--- config.mk ---
export PLATFORM = sky130hd
export DESIGN_NAME = ref_status_readback_bank
export DESIGN_NICKNAME = d
export VERILOG_FILES = /design/src/design/ref_status_pkg.sv /design/src/design/ref_status_readback_bank.sv
export SDC_FILE = /design/constraint.sdc
export NUM_CORES = 1
export LEC_CHECK = 0
export CELL_PAD_IN_SITES_DETAIL_PLACEMENT = 1
export CELL_PAD_IN_SITES_GLOBAL_PLACEMENT = 1
export CORE_ASPECT_RATIO = 0.8
export CORE_MARGIN = 3
export CORE_UTILIZATION = 42
export CTS_CLUSTER_SIZE = 10
export DETAILED_ROUTE_END_ITERATION = 6
export DONT_BUFFER_PORTS = 1
export PLACE_DENSITY_LB_ADDON = 0.12
export SYNTH_ARGS = -nofsm -noshare
export SYNTH_HDL_FRONTEND = slang
export SYNTH_SLANG_ARGS = --single-unit
--- constraint.sdc ---
create_clock -name clk -period 1.65 [get_ports clk]
set_clock_uncertainty 0.2 [all_clocks]
set_input_delay 0.165 -clock clk [delete_from_list [all_inputs] [get_ports clk]]
set_output_delay 0.165 -clock clk [all_outputs]
set_load 0.01 [all_outputs]
--- src/design/ref_status_pkg.sv ---
// Purpose: Constants shared by the reference status readback bank
// Assumes: Byte-wide register port with 16-bit byte addresses
// Notes:   Offsets are byte addresses of single-byte registers
package ref_status_pkg;

  localparam int unsigned ADDR_W = 16;
  localparam int unsigned DATA_W = 8;

  // Register offsets
  localparam logic [15:0] OFF_UPDATE          = 16'h0005;
  localparam logic [15:0] OFF_REF_PAIR_LOW    = 16'h0d0b;
  localparam logic [15:0] OFF_REF_PAIR_HIGH   = 16'h0d0c;
  localparam logic [15:0] OFF_TUNING_BYTE0    = 16'h0d0d;
  localparam logic [15:0] OFF_TUNING_BYTE1    = 16'h0d0e;
  localparam logic [15:0] OFF_TUNING_BYTE2    = 16'h0d0f;
  localparam logic [15:0] OFF_TUNING_BYTE3    = 16'h0d10;
  localparam logic [15:0] OFF_PHASE_BKT_LOW   = 16'h0d11;
  localparam logic [15:0] OFF_PHASE_BKT_HIGH  = 16'h0d12;
  localparam logic [15:0] OFF_FREQ_BKT_LOW    = 16'h0d13;
  localparam logic [15:0] OFF_FREQ_BKT_HIGH   = 16'h0d14;
  localparam logic [15:0] OFF_NVM_WPROT       = 16'h0e00;
  localparam logic [15:0] OFF_IRQ_STATUS      = 16'h0e80;
  localparam logic [15:0] OFF_IRQ_MASK        = 16'h0e81;

  // Update command value
  localparam logic [7:0] UPDATE_CMD = 8'h01;

  // Nibble layout of one reference input
  localparam int unsigned FLD_SLOW  = 0;
  localparam int unsigned FLD_FAST  = 1;
  localparam int unsigned FLD_FAULT = 2;
  localparam int unsigned FLD_VALID = 3;

  // Write protect bit
  localparam int unsigned FLD_WPROT_EN = 0;

  // Interrupt status bits
  localparam int unsigned IRQ_UPDATE_DONE = 0;
  localparam int unsigned IRQ_REF_CHANGE  = 1;
  localparam int unsigned IRQ_CLK_MISSING = 2;
  localparam int unsigned IRQ_W           = 3;

  // Widths
  localparam int unsigned TUNING_W = 30;
  localparam int unsigned BUCKET_W = 12;
  localparam int unsigned NUM_REF  = 4;

  // Reset values
  localparam logic [7:0]  RST_BYTE  = 8'h00;
  localparam logic [IRQ_W-1:0] RST_IRQ = 3'h0;

endpackage : ref_status_pkg

--- src/design/ref_status_readback_bank.sv ---
// Purpose: Readback of reference status, tuning word and lock buckets
// Assumes: Status inputs come from logic on clk; port is a byte bus
// Notes:   Snapshot changes only on the update command
// Operation
// - Valid flag set only while input unfaulted and validation timer expired.
// - Fault flag set whenever the input is not usable.
// - Fast flag set when measured frequency is above profile bound.
// - Slow flag set when measured frequency is below profile bound.
// - Missing clock reported as fast and slow both set.
// - Third and fourth inputs in second byte, fourth in upper nibble.
// - Writing update command to update register refreshes snapshot.
// - Current 30-bit tuning word readable as history registers.
// - Tuning word over four bytes, least significant first.
// - Phase bucket 12 bits, high nibble of second byte reserved.
// - Frequency bucket 12 bits, high nibble of second byte reserved.
// - Memory write protected while control bit 0 is zero.
// - Write protect setting applies immediately on write.
//
// Design decision made here: the strobed register port.
`timescale 1ns/100ps
module ref_status_readback_bank
  import ref_status_pkg::*;
(
  // Clock and reset
  input  wire logic                clk,
  input  wire logic                rstn,
  // Register port
  input  wire logic [ADDR_W-1:0]   reg_addr,
  input  wire logic [DATA_W-1:0]   reg_wdata,
  input  wire logic                reg_wr,
  input  wire logic                reg_rd,
  output logic      [DATA_W-1:0]   reg_rdata,
  // Live reference monitor status, one bit per input
  input  wire logic [NUM_REF-1:0]  ref_unfaulted,
  input  wire logic [NUM_REF-1:0]  ref_timer_expired,
  input  wire logic [NUM_REF-1:0]  ref_freq_high,
  input  wire logic [NUM_REF-1:0]  ref_freq_low,
  input  wire logic [NUM_REF-1:0]  ref_clk_missing,
  // Live loop status
  input  wire logic [TUNING_W-1:0] tuning_word,
  input  wire logic [BUCKET_W-1:0] phase_bucket,
  input  wire logic [BUCKET_W-1:0] freq_bucket,
  // Control and interrupt
  output logic                     nvm_write_en,
  output logic                     irq
);

  logic [7:0]          ref_pair_low_r;
  logic [7:0]          ref_pair_high_r;
  logic [TUNING_W-1:0] tuning_r;
  logic [BUCKET_W-1:0] phase_bkt_r;
  logic [BUCKET_W-1:0] freq_bkt_r;
  logic                wprot_r;
  logic [IRQ_W-1:0]    irq_stat_r;
  logic [IRQ_W-1:0]    irq_mask_r;
  logic [IRQ_W-1:0]    irq_mask_nxt;
  logic [IRQ_W-1:0]    irq_set;
  logic [IRQ_W-1:0]    irq_stat_nxt;
  logic [NUM_REF-1:0]  prev_valid_r;
  logic [15:0]         flags_live;
  logic                update_cmd;
  logic [7:0]          rdata_nxt;

  // Build one status nibble from a reference input's monitor
  function automatic logic [3:0] ref_nibble(
    input logic unfaulted,
    input logic expired,
    input logic high,
    input logic low,
    input logic missing
  );
    logic [3:0] n;
    n = 4'h0;
    n[FLD_VALID] = unfaulted & expired & ~missing;
    n[FLD_FAULT] = ~(unfaulted & expired) | missing;
    n[FLD_FAST]  = high | missing;
    n[FLD_SLOW]  = low  | missing;
    return n;
  endfunction : ref_nibble

  always_comb begin
    flags_live = 16'h0000;
    for (int i = 0; i < NUM_REF; i++) begin
      flags_live[4*i +: 4] = ref_nibble(ref_unfaulted[i],
                                        ref_timer_expired[i],
                                        ref_freq_high[i],
                                        ref_freq_low[i],
                                        ref_clk_missing[i]);
    end
  end

  assign update_cmd = reg_wr && (reg_addr == OFF_UPDATE) &&
                      (reg_wdata == UPDATE_CMD);

  // Snapshot registers; they move only on the update command
  always_ff @(posedge clk or negedge rstn) begin
    if (!rstn) begin
      ref_pair_low_r  <= RST_BYTE;
      ref_pair_high_r <= RST_BYTE;
      tuning_r        <= '0;
      phase_bkt_r     <= '0;
      freq_bkt_r      <= '0;
    end else if (update_cmd) begin
      ref_pair_low_r  <= flags_live[7:0];
      ref_pair_high_r <= flags_live[15:8];
      tuning_r        <= tuning_word;
      phase_bkt_r     <= phase_bucket;
      freq_bkt_r      <= freq_bucket;
    end
  end

  // Write protect is live: no update command needed
  always_ff @(posedge clk or negedge rstn) begin
    if (!rstn) begin
      wprot_r <= 1'b0;
    end else if (reg_wr && reg_addr == OFF_NVM_WPROT) begin
      wprot_r <= reg_wdata[FLD_WPROT_EN];
    end
  end

  assign nvm_write_en = wprot_r;

  // Events come from the live flags the snapshot takes at the update, so software sees matching status
  always_comb begin
    irq_set = '0;
    irq_set[IRQ_UPDATE_DONE] = update_cmd;
    for (int i = 0; i < NUM_REF; i++) begin
      if (update_cmd && (flags_live[4*i+FLD_VALID] != prev_valid_r[i])) begin
        irq_set[IRQ_REF_CHANGE] = 1'b1;
      end
      if (update_cmd && flags_live[4*i+FLD_FAST] &&
          flags_live[4*i+FLD_SLOW]) begin
        irq_set[IRQ_CLK_MISSING] = 1'b1;
      end
    end
  end

  always_ff @(posedge clk or negedge rstn) begin
    if (!rstn) begin
      prev_valid_r <= '0;
    end else if (update_cmd) begin
      for (int i = 0; i < NUM_REF; i++) begin
        prev_valid_r[i] <= flags_live[4*i+FLD_VALID];
      end
    end
  end

  // Read clears status, but a set in the same cycle wins
  always_comb begin
    irq_stat_nxt = irq_stat_r;
    if (reg_rd && reg_addr == OFF_IRQ_STATUS) begin
      irq_stat_nxt = '0;
    end
    irq_stat_nxt = irq_stat_nxt | irq_set;
  end

  always_ff @(posedge clk or negedge rstn) begin
    if (!rstn) begin
      irq_stat_r <= RST_IRQ;
    end else begin
      irq_stat_r <= irq_stat_nxt;
    end
  end

  // Next mask, so the line follows a mask write without a lag
  always_comb begin
    irq_mask_nxt = irq_mask_r;
    if (reg_wr && reg_addr == OFF_IRQ_MASK) begin
      irq_mask_nxt = reg_wdata[IRQ_W-1:0];
    end
  end

  always_ff @(posedge clk or negedge rstn) begin
    if (!rstn) begin
      irq_mask_r <= RST_IRQ;
    end else begin
      irq_mask_r <= irq_mask_nxt;
    end
  end

  // Registered so the output comes straight from a flip-flop
  always_ff @(posedge clk or negedge rstn) begin
    if (!rstn) begin
      irq <= 1'b0;
    end else begin
      irq <= |(irq_stat_nxt & irq_mask_nxt);
    end
  end

  // Read mux; unmapped and reserved bits read zero
  always_comb begin
    rdata_nxt = 8'h00;
    unique case (reg_addr)
      OFF_REF_PAIR_LOW:   rdata_nxt = ref_pair_low_r;
      OFF_REF_PAIR_HIGH:  rdata_nxt = ref_pair_high_r;
      OFF_TUNING_BYTE0:   rdata_nxt = tuning_r[7:0];
      OFF_TUNING_BYTE1:   rdata_nxt = tuning_r[15:8];
      OFF_TUNING_BYTE2:   rdata_nxt = tuning_r[23:16];
      OFF_TUNING_BYTE3:   rdata_nxt = {2'h0, tuning_r[29:24]};
      OFF_PHASE_BKT_LOW:  rdata_nxt = phase_bkt_r[7:0];
      OFF_PHASE_BKT_HIGH: rdata_nxt = {4'h0, phase_bkt_r[11:8]};
      OFF_FREQ_BKT_LOW:   rdata_nxt = freq_bkt_r[7:0];
      OFF_FREQ_BKT_HIGH:  rdata_nxt = {4'h0, freq_bkt_r[11:8]};
      OFF_NVM_WPROT:      rdata_nxt = {7'h00, wprot_r};
      OFF_IRQ_STATUS:     rdata_nxt = {5'h00, irq_stat_r};
      OFF_IRQ_MASK:       rdata_nxt = {5'h00, irq_mask_r};
      default:            rdata_nxt = 8'h00;
    endcase
  end

  always_ff @(posedge clk or negedge rstn) begin
    if (!rstn) begin
      reg_rdata <= 8'h00;
    end else if (reg_rd) begin
      reg_rdata <= rdata_nxt;
    end else begin
      reg_rdata <= 8'h00;
    end
  end

endmodule : ref_status_readback_bank

==> impl_metrics.sql, run 1 <==
INSERT INTO impl_metrics (metric_group, metric, value, unit) VALUES
('run_status', 'run_status', 'finished with violations', ''),
('run_status', 'failed_checks', 'hold timing, setup timing', ''),
('routing', 'initialDrtViolationCount', '333', ''),
('logic_synthesis', 'ys_warn_count', '0', ''),
('power_and_ir_drop', 'share_seq_of_total_power', '0.489', ''),
('sta', 'period_needed', '1.98', 'ns'),
('clocking', 'hold_buffers', '84', ''),
('power_and_ir_drop', 'power.share.combinational', '0.065', ''),
('critical_path', 'worst_r2r_path_depth', '3', ''),
('logic_synthesis', 'synth_enable_flop_cells', '0', ''),
('critical_path', 'critical_path.max_stage_delay', '0.54', 'ns'),
('sta', 'slew_violations', '0', ''),
('logic_synthesis', 'synth_seq_cells', '86', ''),
('critical_path', 'worstPathCellList', 'or4_4 -> or3_4 -> buf_6 -> a2111oi_4 -> o31ai_1 -> buf_4 -> a31oi_2', ''),
('finish', 'insertedDiodeCount', '0', ''),
('logic_synthesis', 'synth_cells', '448', ''),
('finish', 'layout-drive-gt1-share', '0.279', ''),
('logic_synthesis', 'post_synth_num_cell_types', '49', ''),
('critical_path', 'r2r-start', 'tuning_r[16]$_DFFE_PN0P_', ''),
('clocking', 'cts_inserted_buffers', '9', ''),
('clocking', 'htree_levels', '3', ''),
('sta', 'whs', '-0.699', 'ns'),
('place', 'placement.setup.worst_slack', '-0.589', 'ns'),
('critical_path', 'timing_worst_setup_path_type', 'input pin to register', ''),
('power_and_ir_drop', 'switching_share', '0.231', ''),
('critical_path', 'cp_data_arrival_time', '2.04', 'ns'),
('critical_path', 'r2r_slack', '-0.28', 'ns'),
('global_route', 'largest_net_degree_at_the_start_of_global_routing', '87', ''),
('finish', 'finish.instance_area', '6220', 'um^2'),
('clocking', 'clock_tree_from_tritoncts', 'done', ''),
('hold_path', 'hp-class', 'input pin to asynchronous set/reset pin', ''),
('clocking', 'clk_path_buf_depth', '2', ''),
('routing', 'dr_total_vias', '4286', ''),
('power_and_ir_drop', 'p_leak', '2.94', 'nW'),
('critical_path', 'cp_data_required_time', '1.71', 'ns'),
('die', 'initial_utilization', '0.445', ''),
('sta', 'finalSetupViolations', '84', ''),
('power_and_ir_drop', 'clock_power_share', '0.446', ''),
('place', 'portBuffers', '0', ''),
('finish', 'mostFrequentLayoutCell', 'nand2_1', ''),
('critical_path', 'worst_setup_path_start_kind', 'input pin', ''),
('finish', 'layout.cells.most_common_list', 'nand2_1 (147), dfrtp_1 (86), dlygate4sd3_1 (83)', ''),
('die', 'die_w', '117', 'um'),
('critical_path', 'path_depth', '7', ''),
('logic_synthesis', 'synth.yosys.seq_area_share', '0.518', ''),
('die', 'core', '9350', 'um^2'),
('clocking', 'insertion_delay', '0.35', 'ns'),
('routing', 'drt-total-wl', '17.9', 'mm'),
('routing', 'avgRoutedWirePerCell', '25.1', 'um'),
('global_route', 'first_global_vias', '4690', ''),
('sta', 'final_hold_viol_count', '90', ''),
('die', 'placement_rows', '31', ''),
('sta', 'grt_setup_unrepaired', 'true', ''),
('power_and_ir_drop', 'powerDensity', '693', 'nW/um^2'),
('routing', 'remaining_drc_errors', '0', ''),
('place', 'dp_hpwl', '8.82', 'mm'),
('global_route', 'grt.total_usage', '0.322', ''),
('sta', 'tightest_slew', '0.619', 'ns'),
('routing', 'avgViaCountPerCell', '6.01', ''),
('sta', 'finalCritPeriodShare', '1.20', ''),
('logic_synthesis', 'synth_area_per_cell', '9.28', 'um^2'),
('critical_path', 'critical_path.endpoint_type', 'register', ''),
('clocking', 'clockRootBuffer', 'clkbuf_16', ''),
('finish', 'final_core_utilization', '0.665', ''),
('finish', 'finish.net_count', '678', ''),
('logic_synthesis', 'cell_area_synth', '4160', 'um^2'),
('clocking', 'path_clk_slew', '0.07', 'ns'),
('power_and_ir_drop', 'netSwitchingPower', '996', 'uW'),
('sta', 'post-route-worst-setup-slack', '-0.335', 'ns'),
('logic_synthesis', 'net_count_after_synthesis', '550', ''),
('power_and_ir_drop', 'cellInternalPower', '3.31', 'mW');
## flip-flops by register name, summed over array words and instances (netlist names)
name and count:
irq 1, reg_rdata 8, phase_bkt_r 12, ref_pair_low_r 7, ref_pair_high_r 8, tuning_r 30
irq_mask_r 3, irq_stat_r 3, prev_valid_r 1, nvm_write_en 1, freq_bkt_r 12
## Yosys cell counts, drive strengths merged (2+ instances only)
| cell | instances | area (um^2) |
|---|---|---|
| a21oi | 16 | 80.1 |
| and3 | 2 | 12.5 |
| a31oi | 3 | 18.8 |
| nand4 | 2 | 12.5 |
| a32oi | 2 | 17.5 |
| nor4 | 7 | 43.8 |
| nor2 | 32 | 120 |
| or2 | 3 | 18.8 |
| mux2 | 3 | 33.8 |
| or4b | 2 | 20.0 |
| nor3 | 14 | 80.1 |
| clkbuf | 2 | 8.75 |
| inv | 8 | 30.0 |
| a22oi | 13 | 97.6 |
| nand3b | 5 | 37.5 |
| nor4b | 3 | 26.3 |
| a2111oi | 2 | 17.5 |
| mux4 | 8 | 180 |
| dfrtp | 86 | 2150 |
| xor2 | 4 | 35.0 |
| nand2 | 173 | 649 |
| a21o | 2 | 15.0 |
| o21ai | 3 | 22.5 |
| nand3 | 2 | 10.0 |
| mux2i | 5 | 50.1 |
| buf | 20 | 151 |
| or4 | 3 | 22.5 |
| a222oi | 4 | 40.0 |
| nand4b | 2 | 17.5 |
| or3 | 4 | 35.0 |
| a21boi | 3 | 22.5 |
## how the worst max path moves through the flow
stage | startpoint | end | slack (ns)
after floorplan | reg_addr[13] | prev_valid_r[1]$_DFFE_PN0P_ | -0.61
after global placement | reg_addr[13] | reg_rdata[0]$_DFF_PN0_ | -0.58
after detailed placement | reg_addr[13] | irq$_DFF_PN0_ | -0.59
after CTS | reg_addr[13] | reg_rdata[0]$_DFF_PN0_ | -0.20
after global routing | reg_addr[13] | reg_rdata[0]$_DFF_PN0_ | -0.35
final | reg_addr[13] | reg_rdata[0]$_DFF_PN0_ | -0.33
## layout make-up
type	instances	area, um^2
well taps	132	165
repair buffers	138	1440
clock inverters	6	37.5
fillers	973	3130
clock buffers	10	229
flip-flops and latches	86	2150
multi-input cells	333	2170
inverters	8	30.0
## power by group through the flow
stage | logic (mW) | registers [mW] | clock network [mW]
after CTS | 0.252 | 2.11 | 1.92
after floorplan | 0.0723 | 2.15 | 0
after detailed placement | 0.0831 | 2.15 | 0
final | 0.280 | 2.11 | 1.92
after global placement | 0.0808 | 2.15 | 0
after global routing | 0.292 | 2.11 | 2.04
## logic make-up (layout without fill, tap and decap cells)
| group | after synthesis | count (layout) | share of synthesized area |
|---|---|---|---|
| multiplexers | 16 | 16 | 0.0635 |
| AND/OR/NAND/NOR | 257 | 258 | 0.271 |
| buffers and inverters | 30 | 162 | 0.0457 |
| flip-flops | 86 | 86 | 0.518 |
| AO/OA/AOI/OAI | 55 | 55 | 0.0936 |
| XOR/XNOR | 4 | 4 | 0.00843 |
## metrics by stage
step / instances / TNS, ns / hold slack [ns]
2_1_floorplan: 448 / -45.74 / -0.331
3_3_place_gp: 597 / -42.04 / -0.328
3_5_place_dp: 597 / -43.69 / -0.328
4_1_cts: 712 / -12.74 / -0.697
5_1_grt: 713 / -21.01 / -0.713
6_report: 713 / -19.73 / -0.699
## worst reg2reg max path, stage by stage (launching register included)
cell,delay [ns]
dfrtp_1,0.40
mux4_2,0.50
a222oi_1,0.50
a31oi_2,0.19
## per-layer routing
layer | part of all wire | routed length (um) | GRT usage | up-vias
met5 | 0 | 0 | 0 | -
met4 | 0.040 | 711 | 0.144 | 0
met3 | 0.073 | 1300 | 0.0910 | 55
met2 | 0.50 | 8890 | 0.532 | 243
met1 | 0.39 | 6970 | 0.390 | 2192
li1 | - | - | - | 1796
## what timing repair did
item                       CTS  global route
pin swaps                    3            14
setup buffers               10             2
hold endpoints to repair   169            94
resized for setup           46            57
setup endpoints to repair   82            86
cloned                       5             0
Note: power is estimated with default switching activity, not from simulation.
==> inputs of run 2 (changes only) <==
Settings changed: CORE_ASPECT_RATIO 0.8 to not set.
==> run 2 against run 1 <==
  * The flow still finishes with violations (hold timing, setup timing)
  * Die area about the same
  * Combinational power up 12%
  * First-iteration DRC count up 14%
  * Global-route usage is 2.2 points lower
  * Via count increased by 2.7%
  * Non-clock buffer count grew 15
  * Fmax up 3.2%
  * Sequential share of layout area down 2.4 points
  * Wire length rose by 15%
  * Sequential power hardly changed
  * Critical path type is now register to register
==> impl_metrics.sql, run 2 (synthesis results as in run 1) <==
INSERT INTO impl_metrics (metric_group, metric, value, unit) VALUES
('sta', 'finalCritPeriodShare', '1.17', ''),
('finish', 'mostFrequentLayoutCell', 'dlygate4sd3_1', ''),
('clocking', 'hold_buffers', '88', ''),
('die', 'placement_rows', '35', ''),
('critical_path', 'worst_r2r_path_depth', '3', ''),
('sta', 'setup-tns-final', '-14.53', 'ns'),
('die', 'chipHeight', '105', 'um'),
('clocking', 'cts_inserted_buffers', '9', ''),
('global_route', 'grt.total_usage', '0.300', ''),
('critical_path', 'crit_fanout', '2', ''),
('routing', 'drt.antenna.violating_nets', '0', ''),
('die', 'die_w', '105', 'um'),
('routing', 'drt-pass1-iter-count', '5', ''),
('power_and_ir_drop', 'power.total', '4.08', 'mW'),
('critical_path', 'critical_path.endpoint_type', 'register', ''),
('sta', 'period_needed', '1.92', 'ns'),
('critical_path', 'worst_setup_path_start_kind', 'register', ''),
('routing', 'avgRoutedWirePerCell', '28.5', 'um'),
('sta', 'grt_setup_unrepaired', 'true', ''),
('finish', 'final_core_utilization', '0.709', ''),
('die', 'initial_utilization', '0.442', ''),
('routing', 'route.met2.wl', '10.7', 'mm'),
('sta', 'finalSetupViolations', '83', ''),
('global_route', 'number_of_antenna_violations_at_the_first_check_in_global_routing', '0', ''),
('critical_path', 'crit_path_start', 'tuning_r[17]$_DFFE_PN0P_', ''),
('sta', 'whs', '-0.736', 'ns'),
('clocking', 'clock_tree_from_tritoncts', 'done', ''),
('routing', 'm1WireLength', '7.37', 'mm'),
('run', 'drv_cap', '0', ''),
('finish', 'insertedDiodeCount', '0', ''),
('sta', 'slew-limit-headroom', '0.659', ''),
('global_route', 'first_global_vias', '4804', ''),
('place', 'dp_hpwl', '8.78', 'mm'),
('routing', 'met3_length', '1.51', 'mm'),
('critical_path', 'cp_data_arrival_time', '1.97', 'ns'),
('power_and_ir_drop', 'powerDensity', '611', 'nW/um^2'),
('sta', 'slew_violations', '0', ''),
('routing', 'top_layer', 'met4', ''),
('clocking', 'clkSinkCount', '86', ''),
('routing', 'drt-total-wl', '20.6', 'mm'),
('critical_path', 'r2r-start', 'tuning_r[17]$_DFFE_PN0P_', ''),
('finish', 'flip_flop_count_of_the_largest_register_all_copies_and_words_added', '30', ''),
('clocking', 'clockRootBuffer', 'clkbuf_8', ''),
('finish', 'layout.cells.most_common_list', 'dlygate4sd3_1 (87), dfrtp_1 (86), nand2_1 (77)', ''),
('finish', 'syn_to_final_growth', '60.6', '%'),
('critical_path', 'cp-endpoint', 'reg_rdata[1]$_DFF_PN0_', ''),
('finish', 'finish.net_count', '693', ''),
('routing', 'initialDrtViolationCount', '378', ''),
('die', 'io-pin-count', '112', ''),
('run_status', 'failed_checks', 'hold timing, setup timing', ''),
('sta', 'tightest_slew', '0.512', 'ns'),
('die', 'die_footprint', '11100', 'um^2'),
('clocking', 'path_clk_slew', '0.10', 'ns'),
('finish', 'layout-drive-gt1-share', '0.391', ''),
('place', 'gpl.final_weighted_congestion', '0.821', ''),
('routing', 'remaining_drc_errors', '0', ''),
('hold_path', 'hp-class', 'input pin to asynchronous set/reset pin', ''),
('routing', 'dr_total_vias', '4402', ''),
('finish', 'max_flop_register', 'tuning_r', ''),
('critical_path', 'timing_worst_setup_path_type', 'register to register', ''),
('clocking', 'htree_levels', '3', ''),
('clocking', 'clk_path_buf_depth', '2', ''),
('power_and_ir_drop', 'vdd.ir_drop.worst', '0.462', 'mV'),
('critical_path', 'worst_reg2reg_endpoint', 'reg_rdata[1]$_DFF_PN0_', ''),
('global_route', 'global_route.overflow_total', '0', ''),
('sta', 'final_hold_viol_count', '86', ''),
('run_status', 'run_status', 'finished with violations', ''),
('routing', 'avgViaCountPerCell', '6.07', ''),
('finish', 'biggestRegsByFlops', 'tuning_r x30, freq_bkt_r x12, phase_bkt_r x12', ''),
('place', 'portBuffers', '0', ''),
('critical_path', 'cp_data_required_time', '1.69', 'ns'),
('global_route', 'grt_pass1_wl', '25.5', 'mm'),
('die', 'core', '9420', 'um^2'),
('sta', 'fmax', '520', 'MHz'),
('critical_path', 'r2r_slack', '-0.27', 'ns'),
('power_and_ir_drop', 'p_leak', '3.33', 'nW'),
('clocking', 'insertion_delay', '0.39', 'ns'),
('global_route', 'largest_net_degree_at_the_start_of_global_routing', '87', ''),
('sta', 'post-route-worst-setup-slack', '-0.273', 'ns');
==> run 2: cell types whose count changed in the layout (fill, tap and decap cells not counted), moves of 5 or more <==
cell	change
nand2_4	+39
nand2_2	+31
clkbuf_8	+10
nand2_1	-70
a21oi_2	-5
a21oi_1	+5
clkbuf_16	-5
buf_4	+5
==> run 2: worst max-delay path: stages (launching register included) <==
cell	delay (ns)
dfrtp_1	0.40
mux4_2	0.49
a222oi_1	0.51
a31oi_1	0.18
==> run 2: what timing repair did <==
action / in CTS / in global routing
pin swaps: 33 / 58
setup buffers: 9 / 8
hold endpoints to repair: 172 / 86
gates cloned: 7 / 5
resized for setup: 62 / 134
endpoints found under the setup margin: 82 / 85
==> run 2: worst min path at each step <==
stage                     depth (start not counted)  slack (ns)  from                              to
final                                             0       -0.74  rstn        nvm_write_en$_DFFE_PN0P_
after global routing                              0       -0.76  rstn  ref_pair_high_r[3]$_DFFE_PN0P_
after CTS                                         0       -0.74  rstn         tuning_r[3]$_DFFE_PN0P_
after detailed placement                          0       -0.33  rstn      phase_bkt_r[0]$_DFFE_PN0P_
after global placement                            0       -0.33  rstn      phase_bkt_r[0]$_DFFE_PN0P_
after floorplan                                   0       -0.33  rstn       freq_bkt_r[0]$_DFFE_PN0P_
==> run 2: cell type report <==
cell class	instances	area (um^2)
inverters	8	30.0
fillers	933	2740
well taps	129	161
clock buffers	10	138
flip-flops and latches	86	2150
clock inverters	6	75.1
multi-input cells	333	2460
repair buffers	153	1660
==> run 2: per-layer routing <==
| metal | track usage | up-vias |
|---|---|---|
| li1 | - | 1818 |
| met1 | 0.328 | 2227 |
| met2 | 0.564 | 274 |
| met3 | 0.0637 | 83 |
| met4 | 0.111 | 0 |
| met5 | 0 | - |
==> run 2: report_power, final <==
| part | switching, mW | leakage, nW | total [mW] | internal (mW) |
|---|---|---|---|---|
| logic | 0.126 | 2.02 | 0.314 | 0.188 |
| clock network | 0.893 | 0.106 | 1.66 | 0.769 |
| registers | 0.0000439 | 1.20 | 2.11 | 2.11 |
| total | 1.02 | 3.33 | 4.08 | 3.06 |
==> run 2: stage by stage <==
stage          hold slack, ns  area [um^2]  setup slack (ns)  instances
6_report               -0.736         6680            -0.273        725
5_1_grt                -0.759         6680            -0.320        725
4_1_cts                -0.738         6150            -0.170        717
3_3_place_gp           -0.327         4580            -0.533        597
2_1_floorplan          -0.331         4190            -0.610        448
3_5_place_dp           -0.327         4580            -0.576        597
==> inputs of run 3 (changes only) <==
Settings changed: MAX_ROUTING_LAYER set to met4.
==> run 3 against run 2 <==
  * The run still ends with hold timing, setup timing left
  * Wire length is 3.8% higher
  * Count of clock-buffer cells in the layout stayed put
  * Hold slack better by 0.0026 ns
  * Clock power hardly changed
  * Sequential cell count stayed put
  * Design area is 1.2% higher
  * Via count is 5.2% higher
  * Worst setup slack worse by 0.11 ns
  * Utilization is 0.88 points higher
  * Critical endpoint unchanged
  * Largest cell class unchanged
==> impl_metrics.sql, run 3 (synthesis results as in run 1) <==
INSERT INTO impl_metrics (metric_group, metric, value, unit) VALUES
('sta', 'final_hold_viol_count', '86', ''),
('clocking', 'clock_tree_from_tritoncts', 'done', ''),
('critical_path', 'crit_family', 'compound AO/OA/AOI/OAI gates', ''),
('global_route', 'grt_pass1_wl', '25.5', 'mm'),
('routing', 'drt-pass1-iter-count', '7', ''),
('critical_path', 'worst_setup_path_start_kind', 'register', ''),
('power_and_ir_drop', 'share_seq_of_total_power', '0.511', ''),
('critical_path', 'critical_path.max_stage_delay', '0.52', 'ns'),
('finish', 'layout.cells.most_common_list', 'dlygate4sd3_1 (87), dfrtp_1 (86), nand2_1 (75)', ''),
('global_route', 'grtUsageMet3', '0.0600', ''),
('finish', 'layout.cells.non_filler', '726', ''),
('die', 'core', '9420', 'um^2'),
('sta', 'finalSetupViolations', '84', ''),
('power_and_ir_drop', 'clock_power_share', '0.411', ''),
('run_status', 'run_status', 'finished with violations', ''),
('finish', 'mostFrequentLayoutCell', 'dlygate4sd3_1', ''),
('run', 'drv_cap', '0', ''),
('place', 'placed_area', '4580', 'um^2'),
('finish', 'max_flop_register', 'tuning_r', ''),
('place', 'gpl.final_weighted_congestion', '0.833', ''),
('clocking', 'clk_path_buf_depth', '2', ''),
('sta', 'slew_violations', '0', ''),
('die', 'die_w', '105', 'um'),
('sta', 'post-route-worst-setup-slack', '-0.384', 'ns'),
('routing', 'drt-total-wl', '21.4', 'mm'),
('routing', 'initialDrtViolationCount', '289', ''),
('die', 'io-pin-count', '112', ''),
('finish', 'finish.instance_area', '6760', 'um^2'),
('run_status', 'failed_checks', 'hold timing, setup timing', ''),
('power_and_ir_drop', 'netSwitchingPower', '1.05', 'mW'),
('clocking', 'path_clk_slew', '0.11', 'ns'),
('routing', 'drt.antenna.violating_nets', '0', ''),
('place', 'portBuffers', '0', ''),
('critical_path', 'r2r-start', 'tuning_r[17]$_DFFE_PN0P_', ''),
('global_route', 'number_of_antenna_violations_at_the_first_check_in_global_routing', '0', ''),
('sta', 'period_needed', '2.03', 'ns'),
('global_route', 'global_route.overflow_total', '0', ''),
('critical_path', 'r2r_slack', '-0.38', 'ns'),
('die', 'die_footprint', '11100', 'um^2'),
('routing', 'avgRoutedWirePerCell', '29.5', 'um'),
('power_and_ir_drop', 'powerDensity', '609', 'nW/um^2'),
('place', 'dp_hpwl', '8.78', 'mm'),
('critical_path', 'cp.buffers_inverters', '0', ''),
('critical_path', 'worstPathCellList', 'mux4_2 -> a222oi_1 -> a31oi_1', ''),
('routing', 'dr_total_vias', '4630', ''),
('power_and_ir_drop', 'vdd.ir_drop.worst', '0.440', 'mV'),
('finish', 'layout-drive-gt1-share', '0.407', ''),
('critical_path', 'worst_reg2reg_endpoint', 'reg_rdata[1]$_DFF_PN0_', ''),
('sta', 'tightest_slew', '0.526', 'ns'),
('finish', 'biggestRegsByFlops', 'tuning_r x30, freq_bkt_r x12, phase_bkt_r x12', ''),
('die', 'initial_utilization', '0.442', ''),
('hold_path', 'hp-class', 'input pin to asynchronous set/reset pin', ''),
('critical_path', 'cp_data_arrival_time', '2.06', 'ns'),
('sta', 'whs', '-0.734', 'ns'),
('global_route', 'largest_net_degree_at_the_start_of_global_routing', '87', ''),
('critical_path', 'critical_path.endpoint_type', 'register', ''),
('sta', 'grt_setup_unrepaired', 'true', ''),
('critical_path', 'path_depth', '3', ''),
('clocking', 'clkSinkCount', '86', ''),
('power_and_ir_drop', 'cellInternalPower', '3.07', 'mW'),
('sta', 'finalCritPeriodShare', '1.23', ''),
('die', 'chipHeight', '105', 'um'),
('critical_path', 'worst_r2r_path_depth', '3', ''),
('global_route', 'grt.total_usage', '0.308', ''),
('power_and_ir_drop', 'switching_share', '0.256', ''),
('power_and_ir_drop', 'p_leak', '3.36', 'nW'),
('critical_path', 'cp_data_required_time', '1.67', 'ns'),
('finish', 'insertedDiodeCount', '0', ''),
('finish', 'flip_flop_count_of_the_largest_register_all_copies_and_words_added', '30', ''),
('power_and_ir_drop', 'power.share.combinational', '0.078', ''),
('routing', 'remaining_drc_errors', '0', ''),
('critical_path', 'crit_path_start', 'tuning_r[17]$_DFFE_PN0P_', ''),
('die', 'placement_rows', '35', ''),
('sta', 'slew-limit-headroom', '0.650', ''),
('finish', 'syn_to_final_growth', '62.6', '%'),
('critical_path', 'timing_worst_setup_path_type', 'register to register', ''),
('critical_path', 'timing.critical_path.slowest_stage_cell', 'a222oi_1', ''),
('place', 'dpl.cell_count', '597', ''),
('global_route', 'grt.met1_usage', '0.330', ''),
('clocking', 'insertion_delay', '0.39', 'ns'),
('clocking', 'hold_buffers', '88', ''),
('finish', 'finish.net_count', '694', ''),
('sta', 'fmax', '492', 'MHz'),
('clocking', 'htree_levels', '3', ''),
('clocking', 'clockRootBuffer', 'clkbuf_8', ''),
('global_route', 'first_global_vias', '4807', ''),
('clocking', 'cts_inserted_buffers', '9', ''),
('global_route', 'top_usage_layer', 'met2', ''),
('global_route', 'global_route.usage.met2', '0.565', ''),
('critical_path', 'crit_fanout', '2', ''),
('routing', 'avgViaCountPerCell', '6.38', '');
[run 3: area by class of cell]
cell class	instances	area [um^2]
clock buffer	10	138
clock inverter	6	75.1
fill	934	2660
inverter	8	30.0
multi-input combinational	333	2530
sequential	86	2150
tap	129	161
timing repair buffer	154	1670
[run 3: per-stage QoR]
step                      power (mW)  worst slack (ns)  setup TNS, ns  hold slack [ns]  utilization
after global placement          2.23            -0.533         -40.77           -0.327        0.487
after CTS                       4.00            -0.170          -9.82           -0.738        0.653
after detailed placement        2.23            -0.576         -42.33           -0.327        0.487
final                           4.12            -0.384         -18.07           -0.734        0.718
after global routing            4.22            -0.348         -18.39           -0.746        0.718
after floorplan                 2.22            -0.610         -45.74           -0.331            -
[run 3: worst max-delay path by stage]
stage	slack, ns	end
finish	-0.38	reg_rdata[1]$_DFF_PN0_
global route	-0.35	reg_rdata[1]$_DFF_PN0_
CTS	-0.17	freq_bkt_r[2]$_DFFE_PN0P_
detailed placement	-0.58	ref_pair_high_r[5]$_DFFE_PN0P_
global placement	-0.53	ref_pair_low_r[6]$_DFFE_PN0P_
floorplan	-0.61	prev_valid_r[1]$_DFFE_PN0P_
[run 3: layer usage]
layer / up-vias / share of wire
met4: 0 / 0.068
met5: - / 0
met2: 365 / 0.52
met1: 2293 / 0.33
met3: 146 / 0.084
li1: 1826 / -
[run 3: repair_timing]
action                                  in CTS  in global routing
resized for setup                           62                150
gates cloned                                 7                  5
buffers inserted                             9                  9
endpoints found under the setup margin      82                 85
endpoints found under the hold margin      172                 86
pin swaps                                   33                 64
[run 3: power groups by stage]
stage / sequential [mW] / combinational [mW] / clock (mW)
2_1_floorplan: 2.15 / 0.0723 / 0
3_3_place_gp: 2.15 / 0.0785 / 0
3_5_place_dp: 2.15 / 0.0798 / 0
4_1_cts: 2.11 / 0.260 / 1.64
5_1_grt: 2.11 / 0.333 / 1.79
6_report: 2.11 / 0.320 / 1.69
